===== src/epi_defs.svh =====
// epi_defs.svh: offsets, field positions, reset values and timing counts
// for the external pin interrupt block.
// assumes: included by bare name; holds definitions only.
`ifndef EPI_DEFS_SVH
`define EPI_DEFS_SVH

// ----------------------------------------------------------------------
// register offsets on the 6-bit I/O address space
// ----------------------------------------------------------------------
`define EPI_ADDR_ASYNC_SENSE 6'h34
`define EPI_ADDR_PIN_SENSE 6'h35
`define EPI_ADDR_FLAGS 6'h3a
`define EPI_ADDR_ENABLES 6'h3b

// ----------------------------------------------------------------------
// field positions
// ----------------------------------------------------------------------
`define EPI_BIT_ASYNC_EDGE 6
`define EPI_BIT_PIN_ONE 7
`define EPI_BIT_PIN_ZERO 6
`define EPI_BIT_PIN_TWO 5
`define EPI_PIN_ONE_SENSE_HI 3
`define EPI_PIN_ONE_SENSE_LO 2
`define EPI_PIN_ZERO_SENSE_HI 1
`define EPI_PIN_ZERO_SENSE_LO 0

// ----------------------------------------------------------------------
// reset values
// ----------------------------------------------------------------------
`define EPI_RST_BYTE 8'h00
`define EPI_RST_SENSE 2'h0
`define EPI_RST_BITS3 3'h0

// ----------------------------------------------------------------------
// timing: watchdog oscillator period and core clock period
// ----------------------------------------------------------------------
`define EPI_WDT_PERIOD_NS 1000
`define EPI_CLK_PERIOD_NS 40
`define EPI_WDT_TICK_CYC (`EPI_WDT_PERIOD_NS / `EPI_CLK_PERIOD_NS)
`define EPI_STARTUP_CYC_DEF 64

`endif


===== src/epi_pkg.sv =====
// epi_pkg.sv: types shared by the external pin interrupt block.
// assumes: compiled before the modules that import it.
package epi_pkg;

    // sense field codes for pins zero and one
    typedef enum logic [1:0] {
        SENSE_LOW,
        SENSE_ANY,
        SENSE_FALL,
        SENSE_RISE
    } epi_sense_type;

    // wake-up sequencer states
    typedef enum logic [1:0] {
        WK_RUN,
        WK_SAMPLE,
        WK_STARTUP
    } epi_wake_type;

endpackage : epi_pkg


===== src/epi_sync.sv =====
// epi_sync.sv: two flip-flop synchroniser for the three interrupt pins.
// assumes: pins are asynchronous to ref_clk; output feeds logic only.
`timescale 1ns/1ns
`default_nettype none

module epi_sync
    import epi_pkg::*;
(
    // clock and reset
    input wire logic ref_clk,
    input wire logic rst,
    // pins and synchronised copy
    input wire logic [2:0] pin_raw,
    output logic [2:0] pin_sync
);

    typedef struct packed {
        logic [2:0] meta;
        logic [2:0] stable;
    } epi_sync_state_type;

    epi_sync_state_type st_q;
    epi_sync_state_type st_d;

    // ------------------------------------------------------------------
    // next state: the first stage is read only by the second
    // ------------------------------------------------------------------
    always_comb
    begin
        st_d = st_q;
        st_d.meta = pin_raw;
        st_d.stable = st_q.meta;
    end

    // registers; pins idle high, so reset to ones avoids a false fall
    always_ff @(posedge ref_clk or posedge rst)
    begin
        if (rst)
        begin
            st_q <= {3'h7, 3'h7};
        end
        else
        begin
            st_q <= st_d;
        end
    end

    assign pin_sync = st_q.stable;

endmodule : epi_sync

`default_nettype wire


===== src/epi_ext_irq.sv =====
// epi_ext_irq.sv: external pin interrupt block with its I/O registers,
// three request lines, edge and level sensing and a power-down wake path.
// assumes: one ref_clk stands for the always-on clock; io_clk_run says
// whether the I/O clock runs; the CPU pulses irq_ack when it vectors.
`timescale 1ns/1ns
`default_nettype none
`include "epi_defs.svh"

// What this block does
// - pins trigger requests even when driven as outputs by the part itself.
// - pin two edge select bit 6: zero falling, one rising; no level.
// - low-level mode keeps requesting while the pin stays low.
// - pin zero/one edges need I/O clock; level and pin-two edges do not.
// - asynchronous detections wake the part from power-down; pin-two edges also from any sleep without I/O clock.
// - power-down level wake needs two watchdog samples, one microsecond apart.
// - level gone before start-up end: wake, but raise no level interrupt.
// - pin one sense bits 3:2: low, any change, falling, rising.
// - pin zero sense bits 1:0 use the same encoding.
// - pins zero and one are sampled before edges are detected.
// - pin two edges captured without the I/O clock; 50 ns pulses count.
// - enables at bits 7,6,5 serve pins one, zero, two, gated globally.
// - each pin has its own request line and vector.
// - events set flags at bits 7,6,5; enabled flags request the CPU.
// - flags clear on service or when software writes a one.
// - pins in low-level mode always read their flag as cleared.
// - deep sleep with pin two disabled blocks its buffer and may set flag.
module epi_ext_irq
    import epi_pkg::*;
#(
    parameter int unsigned STARTUP_CYC = `EPI_STARTUP_CYC_DEF
)
(
    // clock and reset
    input wire logic ref_clk,
    input wire logic rst,
    // interrupt pins: index 0 pin zero, 1 pin one, 2 pin two
    input wire logic ext_pin_zero,
    input wire logic ext_pin_one,
    input wire logic ext_pin_two_async,
    // I/O register port
    input wire logic [5:0] io_addr,
    input wire logic io_we,
    input wire logic io_re,
    input wire logic [7:0] io_wdata,
    output logic [7:0] io_rdata,
    // CPU side
    input wire logic cpu_status_word_i,
    input wire logic [2:0] irq_ack,
    output logic [2:0] irq_req,
    // power state
    input wire logic io_clk_run,
    input wire logic pwr_down,
    input wire logic sleep_deep,
    output logic wake_req
);

    typedef struct packed {
        logic [1:0] sense0;
        logic [1:0] sense1;
        logic async_sel;
        logic [2:0] en;
        logic [2:0] flag;
        logic [1:0] prev01;
        logic prev2;
        logic primed;
        logic [4:0] wdt_cnt;
        logic [15:0] su_cnt;
        epi_wake_type wake;
        logic wake_q;
        logic [7:0] rdata;
    } epi_state_type;

    epi_state_type st_q;
    epi_state_type st_d;

    localparam logic [4:0] WDT_LAST = 5'(`EPI_WDT_TICK_CYC - 1);
    localparam logic [15:0] SU_LAST = 16'(STARTUP_CYC - 1);

    logic [2:0] pin_s;
    logic eff2;
    logic wdt_tick;
    logic [2:0] set_ev;
    logic [2:0] lvl_mode;
    logic [2:0] lvl_req;
    logic any_low;
    logic wr_flags;

    // ------------------------------------------------------------------
    // helpers
    // ------------------------------------------------------------------
    // edge detect by sense code; low level yields no edge event
    function automatic logic sense_edge(input logic [1:0] mode,
                                        input logic prev,
                                        input logic cur);
        logic ev;
        ev = 1'b0;
        unique case (epi_sense_type'(mode))
            SENSE_LOW: ev = 1'b0;
            SENSE_ANY: ev = prev ^ cur;
            SENSE_FALL: ev = prev & ~cur;
            SENSE_RISE: ev = ~prev & cur;
        endcase
        return ev;
    endfunction : sense_edge

    // pack internal per-pin bits into the register byte layout
    function automatic logic [7:0] pack_bits(input logic [2:0] b);
        logic [7:0] r;
        r = `EPI_RST_BYTE;
        r[`EPI_BIT_PIN_ONE] = b[1];
        r[`EPI_BIT_PIN_ZERO] = b[0];
        r[`EPI_BIT_PIN_TWO] = b[2];
        return r;
    endfunction : pack_bits

    function automatic logic [2:0] unpack_bits(input logic [7:0] r);
        return {r[`EPI_BIT_PIN_TWO], r[`EPI_BIT_PIN_ONE],
                r[`EPI_BIT_PIN_ZERO]};
    endfunction : unpack_bits

    // ------------------------------------------------------------------
    // pin sampling
    // ------------------------------------------------------------------
    // pads are read regardless of pin direction, so software can
    // interrupt itself by driving the pin
    epi_sync u_sync (
        .ref_clk (ref_clk),
        .rst (rst),
        .pin_raw ({ext_pin_two_async, ext_pin_one, ext_pin_zero}),
        .pin_sync (pin_s)
    );

    // combinational decode of events and levels
    always_comb
    begin
        // disabled pin two in deep sleep sees a forced low
        eff2 = (sleep_deep && !st_q.en[2]) ? 1'b0 : pin_s[2];
        wdt_tick = (st_q.wdt_cnt == WDT_LAST);
        lvl_mode[0] = (st_q.sense0 == SENSE_LOW);
        lvl_mode[1] = (st_q.sense1 == SENSE_LOW);
        lvl_mode[2] = 1'b0; // pin two has no level mode
        // edges on pins zero/one only while the I/O clock runs
        set_ev[0] = io_clk_run && st_q.primed &&
                    sense_edge(st_q.sense0, st_q.prev01[0], pin_s[0]);
        set_ev[1] = io_clk_run && st_q.primed &&
                    sense_edge(st_q.sense1, st_q.prev01[1], pin_s[1]);
        // pin two edge path runs without the I/O clock
        set_ev[2] = st_q.primed && (st_q.async_sel ?
                    (~st_q.prev2 & eff2) : (st_q.prev2 & ~eff2));
        // level requests are held off during start-up
        lvl_req[0] = lvl_mode[0] && !pin_s[0] && st_q.wake != WK_STARTUP;
        lvl_req[1] = lvl_mode[1] && !pin_s[1] && st_q.wake != WK_STARTUP;
        lvl_req[2] = 1'b0;
        any_low = |(lvl_mode[1:0] & st_q.en[1:0] & ~pin_s[1:0]);
        wr_flags = io_we && io_addr == `EPI_ADDR_FLAGS;
    end

    // ------------------------------------------------------------------
    // next state
    // ------------------------------------------------------------------
    always_comb
    begin
        st_d = st_q;
        st_d.wake_q = 1'b0;
        st_d.primed = 1'b1;
        // sampled values feed edge detection one cycle later
        if (io_clk_run)
        begin
            st_d.prev01 = pin_s[1:0];
        end
        st_d.prev2 = eff2;
        st_d.wdt_cnt = wdt_tick ? 5'h00 : st_q.wdt_cnt + 5'h01;

        // register writes
        if (io_we)
        begin
            unique case (io_addr)
                `EPI_ADDR_ASYNC_SENSE:
                    st_d.async_sel = io_wdata[`EPI_BIT_ASYNC_EDGE];
                `EPI_ADDR_PIN_SENSE:
                begin
                    st_d.sense1 = io_wdata[`EPI_PIN_ONE_SENSE_HI:
                                           `EPI_PIN_ONE_SENSE_LO];
                    st_d.sense0 = io_wdata[`EPI_PIN_ZERO_SENSE_HI:
                                           `EPI_PIN_ZERO_SENSE_LO];
                end
                `EPI_ADDR_ENABLES:
                    st_d.en = unpack_bits(io_wdata);
                default:
                begin
                end
            endcase
        end

        // flags: clear by service or write-one, zeros keep
        // a new event in the clear cycle wins
        st_d.flag = (st_q.flag & ~irq_ack &
                     ~(wr_flags ? unpack_bits(io_wdata) : 3'h0)) | set_ev;
        // low-level pins hold their flag cleared
        st_d.flag = st_d.flag & ~lvl_mode;

        // power-down wake sequencer: samples on the watchdog tick, start-up counted in ref_clk cycles
        unique case (st_q.wake)
            WK_RUN:
            begin
                if (pwr_down && wdt_tick && any_low)
                begin
                    st_d.wake = WK_SAMPLE; // first sample
                end
            end
            WK_SAMPLE:
            begin
                if (wdt_tick)
                begin
                    st_d.wake = any_low ? WK_STARTUP : WK_RUN;
                    st_d.wake_q = any_low;
                    st_d.su_cnt = 16'h0000;
                end
            end
            WK_STARTUP:
            begin
                // level interrupt only if still low when this ends
                st_d.su_cnt = st_q.su_cnt + 16'h0001;
                if (st_q.su_cnt == SU_LAST)
                begin
                    st_d.wake = WK_RUN;
                end
            end
        endcase
        // pin two edge wakes from any sleep without the I/O clock
        if (set_ev[2] && st_q.en[2] && (pwr_down || !io_clk_run) &&
            st_q.wake == WK_RUN)
        begin
            st_d.wake_q = 1'b1;
            st_d.wake = WK_STARTUP;
            st_d.su_cnt = 16'h0000;
        end

        // registered read data
        if (io_re)
        begin
            unique case (io_addr)
                `EPI_ADDR_ASYNC_SENSE:
                    st_d.rdata = {1'b0, st_q.async_sel, 6'h00};
                `EPI_ADDR_PIN_SENSE:
                    st_d.rdata = {4'h0, st_q.sense1, st_q.sense0};
                `EPI_ADDR_FLAGS:
                    st_d.rdata = pack_bits(st_q.flag & ~lvl_mode);
                `EPI_ADDR_ENABLES:
                    st_d.rdata = pack_bits(st_q.en);
                default:
                    st_d.rdata = `EPI_RST_BYTE;
            endcase
        end
    end

    // ------------------------------------------------------------------
    // registers
    // ------------------------------------------------------------------
    always_ff @(posedge ref_clk or posedge rst)
    begin
        if (rst)
        begin
            st_q.sense0 <= `EPI_RST_SENSE;
            st_q.sense1 <= `EPI_RST_SENSE;
            st_q.async_sel <= 1'b0;
            st_q.en <= `EPI_RST_BITS3;
            st_q.flag <= `EPI_RST_BITS3;
            st_q.prev01 <= 2'h3;
            st_q.prev2 <= 1'b1;
            st_q.primed <= 1'b0;
            st_q.wdt_cnt <= 5'h00;
            st_q.su_cnt <= 16'h0000;
            st_q.wake <= WK_RUN;
            st_q.wake_q <= 1'b0;
            st_q.rdata <= `EPI_RST_BYTE;
        end
        else
        begin
            st_q <= st_d;
        end
    end

    // ------------------------------------------------------------------
    // outputs: one request line per vector
    // ------------------------------------------------------------------
    // level pins request straight from the pin; edges from the flag
    always_comb
    begin
        for (int i = 0; i < 3; i++)
        begin
            irq_req[i] = cpu_status_word_i && st_q.en[i] &&
                         (lvl_mode[i] ? lvl_req[i] : st_q.flag[i]);
        end
    end

    assign io_rdata = st_q.rdata;
    assign wake_req = st_q.wake_q;
endmodule : epi_ext_irq

`default_nettype wire


===== config.mk =====
export PLATFORM = sky130hd
export DESIGN_NAME = epi_ext_irq
export DESIGN_NICKNAME = d
export VERILOG_FILES = /design/src/epi_pkg.sv /design/src/epi_sync.sv /design/src/epi_ext_irq.sv
export VERILOG_INCLUDE_DIRS = /design/src
export SDC_FILE = /design/constraint.sdc
export NUM_CORES = 1
export LEC_CHECK = 0
export BUFFER_PORTS_ARGS = -buffer_cell sky130_fd_sc_hd__buf_2
export CORE_MARGIN = 3
export CORE_UTILIZATION = 55
export DETAILED_ROUTE_END_ITERATION = 12
export PLACE_DENSITY = 0.87
export REMOVE_ABC_BUFFERS = 1
export SETUP_SLACK_MARGIN = 0.02
export SLEW_MARGIN = 20
export SYNTH_ARGS = -nofsm -noshare
export SYNTH_HDL_FRONTEND = slang
export SYNTH_HIERARCHICAL = 1
export SYNTH_SLANG_ARGS = --single-unit

===== constraint.sdc =====
create_clock -name ref_clk -period 3.6 [get_ports ref_clk]
set_input_delay 0.54 -clock ref_clk [delete_from_list [all_inputs] [get_ports ref_clk]]
set_output_delay 0.54 -clock ref_clk [all_outputs]
set_load 0.02 [all_outputs]

==> results.md <==
- Slew @ Worst Pin: 829.7 ps
- Cts repair resizes: 0
- Largest family of logic cells by synthesized area: simple AND/OR/NAND/NOR gates
- Final setup skew: 11.09 ps
- Fin crit period: 2510 ps
- Yosys warns: 6
- Most frequent cells in the layout: dfrtp_1 (43), buf_2 (37), nand2_1 (26), nand3_1 (23), o21ai_0 (22)
- Die area: 6200 um2
- Area Overhead vs Synth: 8.384%
- Hold Startpoint: ext_pin_two_async
- Worst r2r src: st_q[41]$_DFFE_PP0P_
- DRC: 0
- Final net count: 352
- # diodes: 0
- Final Wtd Congestion: 0.8061
- Crit share post-route: 69.73%
- Global-route wire length before repair: 10050 um
- Final-report max-slew violation count: 0
- Largest net degree at the start of global routing: 47
- Min-Delay Path Class: input port to register
- Overflow after GRT: 0
- Area post-placement: 3059 um2
- Antenna Nets Post-Route: 0
- WP data arrival: 1970 ps
- Total number of vias: 2209
- Initial drt markers: 154
- Commonest non-fill, non-tap cell in the layout: dfrtp_1
- #FFs+latches synth: 52
- Vias in the first global route: 2174
- CTS Buffer Depth: 2
- Maxcap violations: 0
- Layout cells sized above 1: 25.40%
- CP endpoint kind: output port
- Power Density: 342.8 nW/um2
- Post-synthesis adder-cell area fraction: 4.299%
- XOR/XNOR Fraction of Synth Area: 0.6019%
- GR Util All Layers: 20.07%
- Die X: 78.74 um
- Core Rows: 25
- Post-Syn Area: 2910 um2
- Final setup TNS: 0 ps
- Post-DR wirelength/cell: 14.94 um
- Final setup viols: 0
- CTS tree: done
- Post-synthesis sequential area ratio: 45.10%
- # Post-CTS Setup Buffers: 0
- Compound-Gate Fraction of Synth Area: 14.49%
- Max frequency: 398.4 MHz
- Cell count after synthesis: 287
- Kind of critical path: register to output port
- RSZ-0062 raised after global routing: false
- Die Ht: 78.74 um
- Initial antenna violation count: 0
- Post-CTS Hold Buffers: 0
- Leading register cell type out of synthesis: dfrtp_1
- Leakage: 1.425 nW
- Via/cell ratio: 5.783
- Drt pass-1 iters: 4
- Total power: 0.001081 W
- Max-slew headroom: 44.48%
- Non-filler cells, final: 382
- Sink Count: 52
- DP HPWL: 4025 um
- Final Util: 64.23%
- FFs w/ async S/R, synth: 100.0%
- Peak VDD IR: 194.9 uV
- Final hold vios: 0
- # H-tree levels: 2
- Mux contribution to synthesized area: 7.008%
- Avg Synthesized Cell Area: 10.14 um2
- Post-Synth Simple-Gate Area: 21.15%
- Routed WL: 5706 um
- Root Driver: clkbuf_8
- Worst-path clk slew: 100 ps
- Final Cell Area: 3154 um2
- CTS buffer count: 5
- Port Buffers: 37
- Initial Util: 59.26%
- Cell variety after synth: 52
- Crit path required time: 3060 ps
- Status: completed
- Startpoint types: register
- Worst-path maximum fanout: 12
- Cells after DPL: 374
- Worst setup startpoint: st_q[9]$_DFFE_PP0P_
- CORE AREA: 4911 um2
- Clock latency on the worst-skew pair: 310 ps
- I/O pin cnt: 40
- Number of synthesized flops with an enable pin: 0
-- registers in the layout (all words and copies together) (netlist names) --
register and count:
wake_req 1, u_sync/pin_sync 3, io_rdata 7, st_q 38, u_sync/st_d 3
-- logic make-up after synthesis --
logic type / count (synthesis)
buf+inv: 39
xor+xnor: 2
simple gates: 103
fa+ha+maj: 10
flops: 52
mux: 19
compound gates: 60
other cells: 2
-- cell type report --
| type | instances | area (um2) |
|---|---|---|
| flip-flops and latches | 52 | 1313 |
| multi-input cells | 196 | 1391 |
| well taps | 67 | 83.83 |
| clock inverters | 1 | 8.758 |
| repair buffers | 38 | 192.7 |
| clock buffers | 7 | 86.33 |
| fillers | 397 | 1757 |
| inverters | 21 | 78.83 |
-- final timing paths --
kind,slack [ps],cells past startpoint,endpoint
setup / recovery,1090,5,irq_req[1]
hold / removal,320,1,u_sync/st_d[2]$_DFF_PP1_
setup reg to reg,1410,5,st_q[19]$_DFFE_PP0P_
hold reg to reg,360,0,u_sync/pin_sync[1]$_DFF_PP1_
max in group asynchronous,2830,3,st_q[25]$_DFFE_PP0P_
min in group asynchronous,370,2,u_sync/st_d[0]$_DFF_PP1_
-- critical path: stages (launching register included) --
cell and delay (ps):
dfrtp_1 400, inv_1 80, ha_1 360, o41ai_1 470
and3_1 200, buf_2 150
-- cell usage after synthesis (3+ instances only) --
master,number,share of area [%]
a21oi_1,7,1.2
a21oi_2,5,1.5
and2_1,3,0.64
and3_1,8,1.7
buf_2,3,0.52
buf_4,9,2.3
buf_6,3,1.2
clkbuf_1,3,0.39
dfrtp_1,43,37
dfstp_2,9,8.1
ha_1,10,4.3
inv_1,21,2.7
mux2_2,11,4.3
mux2i_1,8,2.8
nand2_1,26,3.4
nand3_1,23,4.0
nand3b_1,10,2.6
nand4_1,3,0.64
nor2_1,7,0.90
nor2b_1,3,0.64
nor4_1,4,0.86
o21a_1,5,1.3
o21ai_0,22,3.8
-- per-layer routing --
layer | global-route usage [%] | vias to the layer above | share of wire, %
li1 | - | 1069 | -
met1 | 26.56 | 1075 | 45
met2 | 32.77 | 56 | 48
met3 | 3.968 | 9 | 5.9
met4 | 7.343 | 0 | 1.4
met5 | 0 | - | 0
-- metrics by stage --
step	setup slack, ps	hold slack (ps)
floorplan	1739	345.2
global placement	1389	346.4
detailed placement	1296	349.8
CTS	1123	313.0
global route	966.3	305.3
finish	1090	322.0
-- power by group --
group	total (W)	internal, W	leakage [nW]	switching [W]
registers	0.000638	0.000611	0.645	0.0000276
clock network	0.000354	0.000158	0.0484	0.000196
logic	0.0000893	0.0000419	0.731	0.0000475
total	0.00108	0.000811	1.43	0.000271
(Power assumes the default switching activity.)
